<file path="config.mk">
export PLATFORM = sky130hd
export DESIGN_NAME = mss_top
export DESIGN_NICKNAME = d
export VERILOG_FILES = /design/src/rtl/mss_pkg.sv /design/src/rtl/mss_top.sv
export SDC_FILE = /design/constraint.sdc
export NUM_CORES = 2
export LEC_CHECK = 0
export ABC_AREA = 1
export BUFFER_PORTS_ARGS = -buffer_cell sky130_fd_sc_hd__buf_2
export CORE_ASPECT_RATIO = 1.75
export CORE_UTILIZATION = 32
export CTS_CLUSTER_DIAMETER = 150
export DETAILED_ROUTE_END_ITERATION = 12
export PLACE_DENSITY_LB_ADDON = 0.12
export REMOVE_ABC_BUFFERS = 1
export SYNTH_ARGS = -nofsm -noshare
export SYNTH_HDL_FRONTEND = slang
export SYNTH_SLANG_ARGS = --single-unit
</file>
<file path="constraint.sdc">
create_clock -name mclk_in -period 12.7 [get_ports mclk_in]
set_clock_uncertainty 0.15 [all_clocks]
set_input_delay 3.175 -clock mclk_in [delete_from_list [all_inputs] [get_ports mclk_in]]
set_output_delay 3.175 -clock mclk_in [all_outputs]
set_load 0.01 [all_outputs]
</file>
<file path="src/rtl/mss_pkg.sv">
// Purpose: constants and types for the motor start-up sequencer
// Assumes: one 50 MHz control clock; angles are 16 bit, 65536 = 360 deg
package mss_pkg;

  localparam logic [1:0] MSS_SEL_ALIGN = 2'h0;
  localparam logic [1:0] MSS_SEL_DALIGN = 2'h1;
  localparam logic [1:0] MSS_SEL_PROBE = 2'h2;
  localparam logic [1:0] MSS_SEL_SLOW = 2'h3;
  localparam logic MSS_REL_RECIRC = 1'b0;
  localparam logic [15:0] MSS_ANGLE_90 = 16'h4000;
  localparam logic [2:0] MSS_PAT_LAST = 3'h5;

  // pattern current vector angle, index 0..5 = BC CB AB BA CA AC
  localparam logic [5:0][15:0] MSS_PAT_ANGLE = {
    16'h1555, 16'h9555, 16'h6aaa, 16'heaaa, 16'hc000, 16'h4000};
  // high switches {c,b,a} per pattern
  localparam logic [5:0][2:0] MSS_PAT_HIGH = {
    3'h1, 3'h4, 3'h2, 3'h1, 3'h4, 3'h2};
  // low switches {c,b,a} per pattern
  localparam logic [5:0][2:0] MSS_PAT_LOW = {
    3'h4, 3'h1, 3'h1, 3'h2, 3'h2, 3'h4};

  localparam int MSS_CLK_NS = 20;
  localparam int MSS_OL_TICK_NS = 1000000;
  localparam int MSS_OL_TICK_CYC = MSS_OL_TICK_NS / MSS_CLK_NS;
  localparam int MSS_IQ_DECAY_SHIFT = 4;

  typedef enum logic [3:0] {
    MSS_IDLE = 4'h0,
    MSS_ALIGN1 = 4'h1,
    MSS_ALIGN2 = 4'h2,
    MSS_PDRIVE = 4'h3,
    MSS_PWAIT = 4'h4,
    MSS_SLOW = 4'h5,
    MSS_OPEN = 4'h6,
    MSS_DECAY = 4'h7,
    MSS_CLSLOW = 4'h8,
    MSS_CLRUN = 4'h9
  } mss_state_t;

  typedef struct packed {
    logic [1:0] startup_method_select;
    logic probe_release_select;
    logic [15:0] probe_pattern_rate;
    logic [11:0] probe_current_threshold;
    logic [15:0] probe_drive_advance_angle;
    logic [15:0] align_angle;
    logic [15:0] align_time;
    logic [11:0] align_current;
    logic [15:0] first_cycle_speed;
    logic [11:0] open_loop_current_limit;
    logic [15:0] open_loop_accel_linear_coef;
    logic [15:0] open_loop_accel_quadratic_coef;
    logic auto_handoff_enable;
    logic [15:0] handoff_speed_threshold;
    logic torque_current_ramp_enable;
    logic [15:0] theta_error_ramp_rate;
    logic [15:0] closed_loop_slow_accel;
  } mss_cfg_t;

  typedef struct packed {
    logic [2:0] high;
    logic [2:0] low;
  } mss_gate_t;

endpackage : mss_pkg

</file>
<file path="src/rtl/mss_top.sv">
// Purpose: start-up sequencer: align, probing, slow cycle, open loop, handoff
// Assumes: phase current, speed and angle inputs come from same-clock logic
// Notes: speed units are angle lsb per clock / 65536; ticks are OL_TICK_CYC
module mss_top #(
  parameter int OL_TICK_CYC = mss_pkg::MSS_OL_TICK_CYC
) (
  input wire logic mclk_in,
  input wire logic rstn_in,
  input wire logic start_in,
  input wire mss_pkg::mss_cfg_t cfg_in,
  input wire logic [11:0] phase_current_in,
  input wire logic [15:0] auto_handoff_speed_in,
  input wire logic [15:0] speed_ref_in,
  input wire logic [15:0] theta_est_in,
  output mss_pkg::mss_gate_t gate_out,
  output logic gate_pwm_out,
  output logic [15:0] drive_angle_out,
  output logic [15:0] speed_out,
  output logic [11:0] iq_ref_out,
  output logic [2:0] probe_position_out,
  output logic closed_loop_out,
  output mss_pkg::mss_state_t state_out
);
  import mss_pkg::*;

  mss_state_t st_r, st_nxt;
  logic [31:0] tick_cnt_r, tick_cnt_nxt;
  logic [15:0] rate_cnt_r, rate_cnt_nxt;
  logic [15:0] pcnt_r, pcnt_nxt;
  logic [15:0] best_r, best_nxt;
  logic [2:0] idx_r, idx_nxt;
  logic [2:0] best_idx_r, best_idx_nxt;
  logic [31:0] ang_r, ang_nxt;
  logic [32:0] lap_r, lap_nxt;
  logic [15:0] t_r, t_nxt;
  logic [15:0] spd_r, spd_nxt;
  logic [11:0] iq_r, iq_nxt;
  logic [15:0] err_r, err_nxt;
  logic [15:0] angle_out_nxt;
  mss_gate_t gate_nxt;
  logic pwm_nxt;
  logic cl_nxt;

  logic tick;
  logic rate_tick;
  logic [15:0] thr;
  logic skip_decay;
  logic [47:0] prof;
  logic [15:0] prof_sat;

  // timebase ticks and handoff decisions
  // both counters run free, so a new pattern may wait up to a rate period
  assign tick = (tick_cnt_r == 32'(OL_TICK_CYC - 1));
  assign rate_tick = (rate_cnt_r == 16'h0);
  assign thr = cfg_in.auto_handoff_enable ? auto_handoff_speed_in
             : cfg_in.handoff_speed_threshold;
  assign skip_decay = {1'b0, speed_ref_in} > {thr, 1'b0};
  // speed profile A1*t + A2*t*t/2
  // operands widened first, else A1*t would wrap at 16 bits
  assign prof = 48'(cfg_in.open_loop_accel_linear_coef) * 48'(t_r)
              + ((48'(cfg_in.open_loop_accel_quadratic_coef) * 48'(t_r)
                 * 48'(t_r)) >> 1);
  assign prof_sat = (prof[47:16] != 32'h0) ? 16'hffff : prof[15:0];

  // next-state and datapath
  always_comb begin
    st_nxt = st_r;
    tick_cnt_nxt = tick ? 32'h0 : tick_cnt_r + 32'h1;
    rate_cnt_nxt = rate_tick ? cfg_in.probe_pattern_rate
                 : rate_cnt_r - 16'h1;
    pcnt_nxt = pcnt_r;
    best_nxt = best_r;
    idx_nxt = idx_r;
    best_idx_nxt = best_idx_r;
    ang_nxt = ang_r;
    lap_nxt = lap_r;
    t_nxt = t_r;
    spd_nxt = spd_r;
    iq_nxt = iq_r;
    err_nxt = err_r;
    gate_nxt = '0;
    pwm_nxt = 1'b0;
    cl_nxt = 1'b0;
    angle_out_nxt = ang_r[31:16];
    case (st_r)
      MSS_IDLE: begin
        spd_nxt = 16'h0;
        iq_nxt = 12'h0;
        t_nxt = 16'h0;
        lap_nxt = 33'h0;
        err_nxt = 16'h0;
        // every start begins from rest with a fresh profile
        if (start_in) begin
          case (cfg_in.startup_method_select)
            MSS_SEL_PROBE: begin
              st_nxt = MSS_PDRIVE;
              idx_nxt = 3'h0;
              pcnt_nxt = 16'h0;
              best_nxt = 16'hffff;
              best_idx_nxt = 3'h0;
            end
            MSS_SEL_SLOW: begin
              st_nxt = MSS_SLOW;
              ang_nxt = {cfg_in.align_angle, 16'h0};
            end
            default: begin
              st_nxt = MSS_ALIGN1;
              ang_nxt = {cfg_in.align_angle, 16'h0};
            end
          endcase
        end
      end
      MSS_ALIGN1, MSS_ALIGN2: begin
        // dc current on a fixed pattern until the tick after align_time ticks have counted
        iq_nxt = cfg_in.align_current;
        pwm_nxt = 1'b1;
        if (tick) begin
          t_nxt = t_r + 16'h1;
        end
        if (tick && t_r >= cfg_in.align_time) begin
          t_nxt = 16'h0;
          if (st_r == MSS_ALIGN1
              && cfg_in.startup_method_select == MSS_SEL_DALIGN) begin
            st_nxt = MSS_ALIGN2;
            ang_nxt = ang_r + {MSS_ANGLE_90, 16'h0};
          end else begin
            st_nxt = MSS_OPEN;
          end
        end
      end
      MSS_PDRIVE: begin
        // drive pattern and time current rise
        gate_nxt.high = MSS_PAT_HIGH[idx_r];
        gate_nxt.low = MSS_PAT_LOW[idx_r];
        pcnt_nxt = (pcnt_r == 16'hffff) ? pcnt_r : pcnt_r + 16'h1;
        // a pattern that never reaches threshold ends at the count ceiling
        if (phase_current_in >= cfg_in.probe_current_threshold
            || pcnt_r == 16'hffff) begin
          st_nxt = MSS_PWAIT;
          gate_nxt.high = 3'h0;
          gate_nxt.low = (cfg_in.probe_release_select == MSS_REL_RECIRC)
                       ? MSS_PAT_LOW[idx_r] : 3'h0;
          // strict compare: ties keep the earlier pattern
          if (pcnt_r < best_r) begin
            best_nxt = pcnt_r;
            best_idx_nxt = idx_r;
          end
        end
      end
      MSS_PWAIT: begin
        // release and wait for the next pattern rate tick
        // release level stands until then so recirculation can decay
        gate_nxt.low = (cfg_in.probe_release_select == MSS_REL_RECIRC)
                     ? MSS_PAT_LOW[idx_r] : 3'h0;
        if (rate_tick) begin
          pcnt_nxt = 16'h0;
          if (idx_r == MSS_PAT_LAST) begin
            st_nxt = MSS_OPEN;
            ang_nxt = {MSS_PAT_ANGLE[best_idx_r]
                       + cfg_in.probe_drive_advance_angle, 16'h0};
          end else begin
            idx_nxt = idx_r + 3'h1;
            st_nxt = MSS_PDRIVE;
          end
        end
      end
      MSS_SLOW: begin
        // one electrical cycle at fixed slow speed
        spd_nxt = cfg_in.first_cycle_speed;
        iq_nxt = cfg_in.open_loop_current_limit;
        pwm_nxt = 1'b1;
        ang_nxt = ang_r + {16'h0, spd_r};
        lap_nxt = lap_r + {17'h0, spd_r};
        if (lap_r[32]) begin
          // profile is zero at t = 0; keeping the slow speed here could
          // trip the handoff test on the first open-loop cycle
          st_nxt = MSS_OPEN;
          t_nxt = 16'h0;
          spd_nxt = 16'h0;
        end
      end
      MSS_OPEN, MSS_DECAY: begin
        // ramp generator angle, current regulators keep running
        pwm_nxt = 1'b1;
        ang_nxt = ang_r + {16'h0, spd_r};
        if (tick && t_r != 16'hffff) begin
          t_nxt = t_r + 16'h1;
        end
        spd_nxt = prof_sat;
        if (st_r == MSS_OPEN) begin
          iq_nxt = cfg_in.open_loop_current_limit;
          // zero speed never hands off, so a stalled profile stays open
          if (spd_r >= thr && spd_r != 16'h0) begin
            if (cfg_in.torque_current_ramp_enable && !skip_decay) begin
              st_nxt = MSS_DECAY;
            end else begin
              st_nxt = MSS_CLSLOW;
              err_nxt = ang_r[31:16] - theta_est_in;
            end
          end
        end else if (iq_r <= (cfg_in.open_loop_current_limit >> 1)) begin
          // decay floor reached, hand over to the slow closed-loop phase
          st_nxt = MSS_CLSLOW;
          err_nxt = ang_r[31:16] - theta_est_in;
        end else if (tick) begin
          iq_nxt = iq_r - (cfg_in.open_loop_current_limit
                           >> MSS_IQ_DECAY_SHIFT) - 12'h1;
        end
      end
      MSS_CLSLOW: begin
        // angle error fades linearly; speed rises at slow rate
        pwm_nxt = 1'b1;
        angle_out_nxt = theta_est_in + err_r;
        // signed compare so error of either sign shrinks toward zero
        if (tick) begin
          if ($signed(err_r) > $signed(cfg_in.theta_error_ramp_rate)) begin
            err_nxt = err_r - cfg_in.theta_error_ramp_rate;
          end else if ($signed(err_r)
                       < -$signed(cfg_in.theta_error_ramp_rate)) begin
            err_nxt = err_r + cfg_in.theta_error_ramp_rate;
          end else begin
            err_nxt = 16'h0;
          end
          if (17'(spd_r) + 17'(cfg_in.closed_loop_slow_accel)
              < 17'(speed_ref_in)) begin
            spd_nxt = spd_r + cfg_in.closed_loop_slow_accel;
          end else begin
            spd_nxt = speed_ref_in;
          end
        end
        if (err_r == 16'h0) begin
          st_nxt = MSS_CLRUN;
        end
      end
      MSS_CLRUN: begin
        pwm_nxt = 1'b1;
        cl_nxt = 1'b1;
        angle_out_nxt = theta_est_in;
        spd_nxt = speed_ref_in;
      end
      default: begin
        st_nxt = MSS_IDLE;
      end
    endcase
    // dropping start abandons any phase at once, bridges off
    if (!start_in) begin
      st_nxt = MSS_IDLE;
      gate_nxt = '0;
      pwm_nxt = 1'b0;
      cl_nxt = 1'b0;
    end
  end

  // state registers
  // reset loads constants only; best time restarts at its ceiling
  always_ff @(posedge mclk_in or negedge rstn_in) begin
    if (!rstn_in) begin
      st_r <= MSS_IDLE;
      tick_cnt_r <= 32'h0;
      rate_cnt_r <= 16'h0;
      pcnt_r <= 16'h0;
      best_r <= 16'hffff;
      idx_r <= 3'h0;
      best_idx_r <= 3'h0;
      ang_r <= 32'h0;
      lap_r <= 33'h0;
      t_r <= 16'h0;
      spd_r <= 16'h0;
      iq_r <= 12'h0;
      err_r <= 16'h0;
      gate_out <= '0;
      gate_pwm_out <= 1'b0;
      drive_angle_out <= 16'h0;
      closed_loop_out <= 1'b0;
    end else begin
      st_r <= st_nxt;
      tick_cnt_r <= tick_cnt_nxt;
      rate_cnt_r <= rate_cnt_nxt;
      pcnt_r <= pcnt_nxt;
      best_r <= best_nxt;
      idx_r <= idx_nxt;
      best_idx_r <= best_idx_nxt;
      ang_r <= ang_nxt;
      lap_r <= lap_nxt;
      t_r <= t_nxt;
      spd_r <= spd_nxt;
      iq_r <= iq_nxt;
      err_r <= err_nxt;
      gate_out <= gate_nxt;
      gate_pwm_out <= pwm_nxt;
      drive_angle_out <= angle_out_nxt;
      closed_loop_out <= cl_nxt;
    end
  end

  // registered status views
  // plain views of registers, so each output stands straight from a flop
  assign speed_out = spd_r;
  assign iq_ref_out = iq_r;
  assign probe_position_out = best_idx_r;
  assign state_out = st_r;

endmodule : mss_top

</file>
# Word level (Yosys, flattened, before mapping)
# Memory sizes are Yosys's and may differ from the RTL's.
# Index checks and enable logic that the tools add are counted.
# totals
register_bits	239
mem_bits_ro	176
in_bits	264
output_inout_bits	59
wordCells	209
n_memories	3
# op_classes
add_sub_neg	19
multipliers	3
magnitude_cmp	11
n_eq_ne	44
n_mux	78
reduce_logical	33
# memory_table
name	depth	width	read_ports	rd_ports_with_merged_regs	wr	line	text
(no name shown)	8	16	1	0	0	mss_top.sv:159	ang_nxt = {MSS_PAT_ANGLE[best_idx_r]
(no name shown)	8	3	1	0	0	mss_top.sv:154	? MSS_PAT_LOW[idx_r] : 3'h0;
(no name shown)	8	3	1	0	0	mss_top.sv:133	gate_nxt.high = MSS_PAT_HIGH[idx_r];
# ops
cell	n
$mux 16	26
$mux 32	7
$pmux 32 s4	1
$pmux 16 s3	2
$pmux 16 s5	1
$pmux 33 s2	1
$add 16x16->16	4
$mul 16x16->32	2
$pmux 16 s2	2
$pmux 16 s4	1
$add 32x47->48	1
$mul 32x16->48	1
$pmux 12 s4	1
$mux 4	10
$mux 12	3
$mux 3	12
$add 33x16->33	1
$ne 3x3->1 const B	11
$add 16x1->16 const B	2
$add 32x1->32 const B	1
$add 32x16->32	1
$add 32x31->32 const B	1
$eq 32x16->1 const B	1
$ge 16x16->1	2
other kinds (49)	93

# Logic depth before layout (Yosys ltp)
# depth
depth_word	9
depth_mapped	77

# Least setup slack after synthesis
# OpenSTA, ideal clock, no wires.
# synth_timing
kind	in2reg
from	input cfg_in[60] (netlist name)
to	register spd_r[14], in the netlist speed_out[14]
setup_time_ns	0.118
t_arrival_ns	16.444
t_required_ns	12.432
setup_slack_ns	-4.012
cell_stages	64
path_cell_list	clkbuf_1 clkbuf_1 nand2_1 fa_1 fa_1 fa_1 fa_1 fa_1 fa_1 inv_1 ha_1 a21oi_1 a21boi_1 o21ai_2 or2_2 nand2_1 inv_1 clkbuf_1 [... 28 more ...] a21oi_1 o21ai_0 inv_1 nand2_1 inv_1 nand2_1 nand3_1 o2111ai_1 xor2_1 nor2_1 nand3_1 nor3_4 buf_6 nand3_1 nand2_1 nand2_1 nand2_1 nand2_1
# synth_via
elab_chain_cells	6
# synth_rtl
element	line	text
from (decl)	mss_top.sv:10	input wire mss_pkg::mss_cfg_t cfg_in,
$mul 16x16->32 *	mss_top.sv:61	+ ((48'(cfg_in.open_loop_accel_quadratic_coef) * 48'(t_r)
$mul 32x16->48 *	mss_top.sv:62	* 48'(t_r)) >> 1);
$add 32x47->48 *	mss_top.sv:61	
$reduce_bool 32->1	mss_top.sv:63	assign prof_sat = (prof[47:16] != 32'h0) ? 16'hffff : prof[15:0];
$mux 16 *	mss_top.sv:63	
$pmux 16 s5 *	mss_top.sv:85	case (st_r)
to (signal assigned)	mss_top.sv:286	spd_r <= spd_nxt;
to (decl)	mss_top.sv:36	logic [15:0] spd_r, spd_nxt;
# Mark *: on every way between the ends. The rest lies on a longest branch, timed or not.
# A chain may end at the register's enable or synchronous reset.

# Final worst setup path
# layout_timing
from	input cfg_in[57] (netlist name)
to	register spd_r[5], in the netlist speed_out[5]
# layout_via
elab_chain_cells	6
# layout_rtl
element	line
$mul 16x16->32	mss_top.sv:61
$mul 32x16->48	mss_top.sv:62
$add 32x47->48	mss_top.sv:61
$reduce_bool 32->1	mss_top.sv:63
$mux 16	mss_top.sv:63
$pmux 16 s5	mss_top.sv:85
# No other way between the ends.

==> impl_metrics.json <==
{
  "worstHoldPathType": "reg -> reg",
  "rows": 206,
  "synth.top_cell.area_share_pct": 29.3,
  "fin_nets": 10600,
  "synthArstFlopShare_pct": 100,
  "root_buffer": "clkbuf_16",
  "io_buffers": 322,
  "fin_hold_ws_ns": 0.326,
  "synth_edf_count": 0,
  "fmax_mhz": 62.6,
  "critPathKind": "in -> reg",
  "relSlewSlack_pct": 27.8,
  "area_delta_synth_final_pct": 24.1,
  "crit_path_start_kind": "input pin",
  "htree_num_levels": 1,
  "setup-violations-final": 16,
  "slowest_delay_ns": 0.58,
  "initial_core_util_pct": 32.2,
  "syn_area_per_cell_um2": 7.26,
  "ys_top_cells_by_count": "nand2_1, inv_1, fa_1",
  "p_per_area_nw_per_um2": 65.5,
  "drive_gt1_share_pct": 20.2,
  "synth_top_area_cell": "fa_1",
  "critPathArrivalTime_ns": 16.32,
  "yosysSeqAreaShare_pct": 10.4,
  "timing_hold_violations_final": 0,
  "drt_iter0_drc": 2463,
  "antenna_found_initial": 6,
  "status": "finished, violations left",
  "drc": 0,
  "yosysMostFrequentCell": "nand2_1",
  "maxSlewViolCount": 0,
  "vias": 54400,
  "grt_pass1_wl_um": 338000,
  "tightestPinTransition_ns": 1.08,
  "synth_ff_type": "dfrtp_1",
  "ys_warn_count": 0,
  "drtPass1Iterations": 6,
  "cpMostUsedCell": "fa_1",
  "cts_buffer_depth": 3,
  "io_pins": 323,
  "wire_per_inst_um": 19.4,
  "synthDistinctLibCells": 66,
  "drv_cap": 0,
  "die_y_um": 564,
  "instances_no_fill": 11300,
  "numCtsBuffers": 28,
  "grt-ovfl-total": 0,
  "core_area_um2": 180000,
  "cp_slowest_cell": "fa_2",
  "grt_pass1_vias": 58900,
  "dp_slack_ns": -4.77,
  "violations": "negative setup slack",
  "die_w_um": 323,
  "post-route-period-util_pct": 126,
  "fp.dieArea_um2": 182000,
  "hpwl_um": 182000,
  "grt_usage_pct": 24.3,
  "cts.sinks": 239,
  "cts_tree": "yes",
  "syn_area_um2": 57800,
  "routabilityCongestion": 0.931,
  "final_cell_area_um2": 71700,
  "wl_um": 218000,
  "synthCells": 7962,
  "leakagePower_nw": 36.6,
  "synth_area_leaders": "fa_1, ha_1, nand2_1, inv_1, dfrtp_1",
  "cp-end-kind": "flop",
  "ant_nets": 0,
  "rsz0062_at_grt": "true",
  "finalCriticalPeriod_ns": 15.97,
  "worst_slack_ns": -3.27,
  "grt_start_max_net_pins": 98,
  "clkTransAtPathRegs_ns": 0.07,
  "vdd_ir_drop_max_uv": 115,
  "place_area_um2": 67100,
  "ys_seq_elements": 239,
  "total_power_mw": 4.70,
  "clk-insertion-delay-late_ns": 0.62,
  "dp_cells": 11100,
  "crit_required_ns": 13.04,
  "critPathMaxFanout": 8,
  "routed_via_density": 4.83,
  "holdBufCountCts": 0
}
## layer usage
layer / track usage (%) / up-vias / share of wire (%)
met5: 0 / - / 0.011
met1: 25.7 / 26700 / 36
met3: 1.79 / 454 / 3.1
met4: 12.1 / 4 / 6.0
li1: - / 26000 / -
met2: 47.3 / 1261 / 55
## path summary, 6_finish.rpt
kind	from	endpoint	slack, ns	depth (start not counted)
worst min register to register	rate_cnt_r[0]	rate_cnt_r[0]	0.33	1
max in group asynchronous	rstn_in	t_r[15]	7.70	3
worst min-delay path	rate_cnt_r[0]	rate_cnt_r[0]	0.33	1
worst max-delay path	cfg_in[57]	speed_out[5]	-3.27	65
worst max register to register	t_r[1]	speed_out[5]	-1.25	64
min in group asynchronous	rstn_in	lap_r[0]	2.44	1
## registers in the layout, summed over array words and instances (netlist names)
signal,count
lap_r,33
ang_r,32
tick_cnt_r,32
best_r,16
drive_angle_out,16
err_r,16
pcnt_r,16
rate_cnt_r,16
speed_out,16
t_r,16
iq_ref_out,12
gate_out,6
state_out,4
idx_r,3
probe_position_out,3
closed_loop_out,1
gate_pwm_out,1
## where the power goes
group | switching (mW) | internal, mW
Combinational | 1.71 | 0.995
Sequential | 0.148 | 0.890
Clock | 0.380 | 0.577
## metrics by stage
stage          util, %  TNS, ns
2_1_floorplan        -   -55.77
3_3_place_gp      37.3   -75.55
3_5_place_dp      37.3   -76.14
4_1_cts           39.2   -53.44
5_1_grt           39.9   -60.38
6_report          39.9   -52.02
## worst max-delay path: cells and delay by family
| kind | cells | cell delay [ns] |
|---|---|---|
| AOI/OAI and AO/OA | 5 | 0.88 |
| xor gates and xnor gates | 1 | 0.30 |
| and+or+nand+nor | 26 | 2.17 |
| buffers and inverters | 14 | 1.07 |
| adders and majority gates | 19 | 8.70 |
## cell families after synthesis
kind of cell,Yosys count,share of synthesized area (%)
muxes,17,0.294
DFF,239,10.4
AOI/OAI and AO/OA,882,8.76
xor gates and xnor gates,162,2.46
and+or+nand+nor,3120,22.2
buffers and inverters,2104,13.7
adders and majority gates,1438,42.1
## final cells by class
| class | count | area, um^2 |
|---|---|---|
| Antenna cell | 2 | 5.00 |
| Tap cell | 2392 | 2990 |
| Sequential cell | 239 | 6020 |
| Timing Repair Buffer | 1124 | 8170 |
| Fill cell | 19000 | 108000 |
| Inverter | 1845 | 6950 |
| Clock buffer | 37 | 786 |
| Multi-Input combinational cell | 5619 | 46500 |
| Clock inverter | 15 | 262 |
## placed cells by master, fill, tap and decap left out, drive strengths merged, types with 51 or more instances in the layout
cell type and count:
nor3 77, xnor2 51, a21oi 335, fa 847, inv 1825, xor2 111
o21ai 314, nand4 66, buf 1123, dfrtp 223, nand3 285, ha 591
nor2 602, nand2 1982
## timing repair
item                                    4_1_cts  5_1_grt
gates cloned                                  1        1
gates resized for setup                     422      265
setup buffers                                52       33
pin swaps                                   245      244
endpoints found under the setup margin       16       16
(Power assumes the default switching activity.)
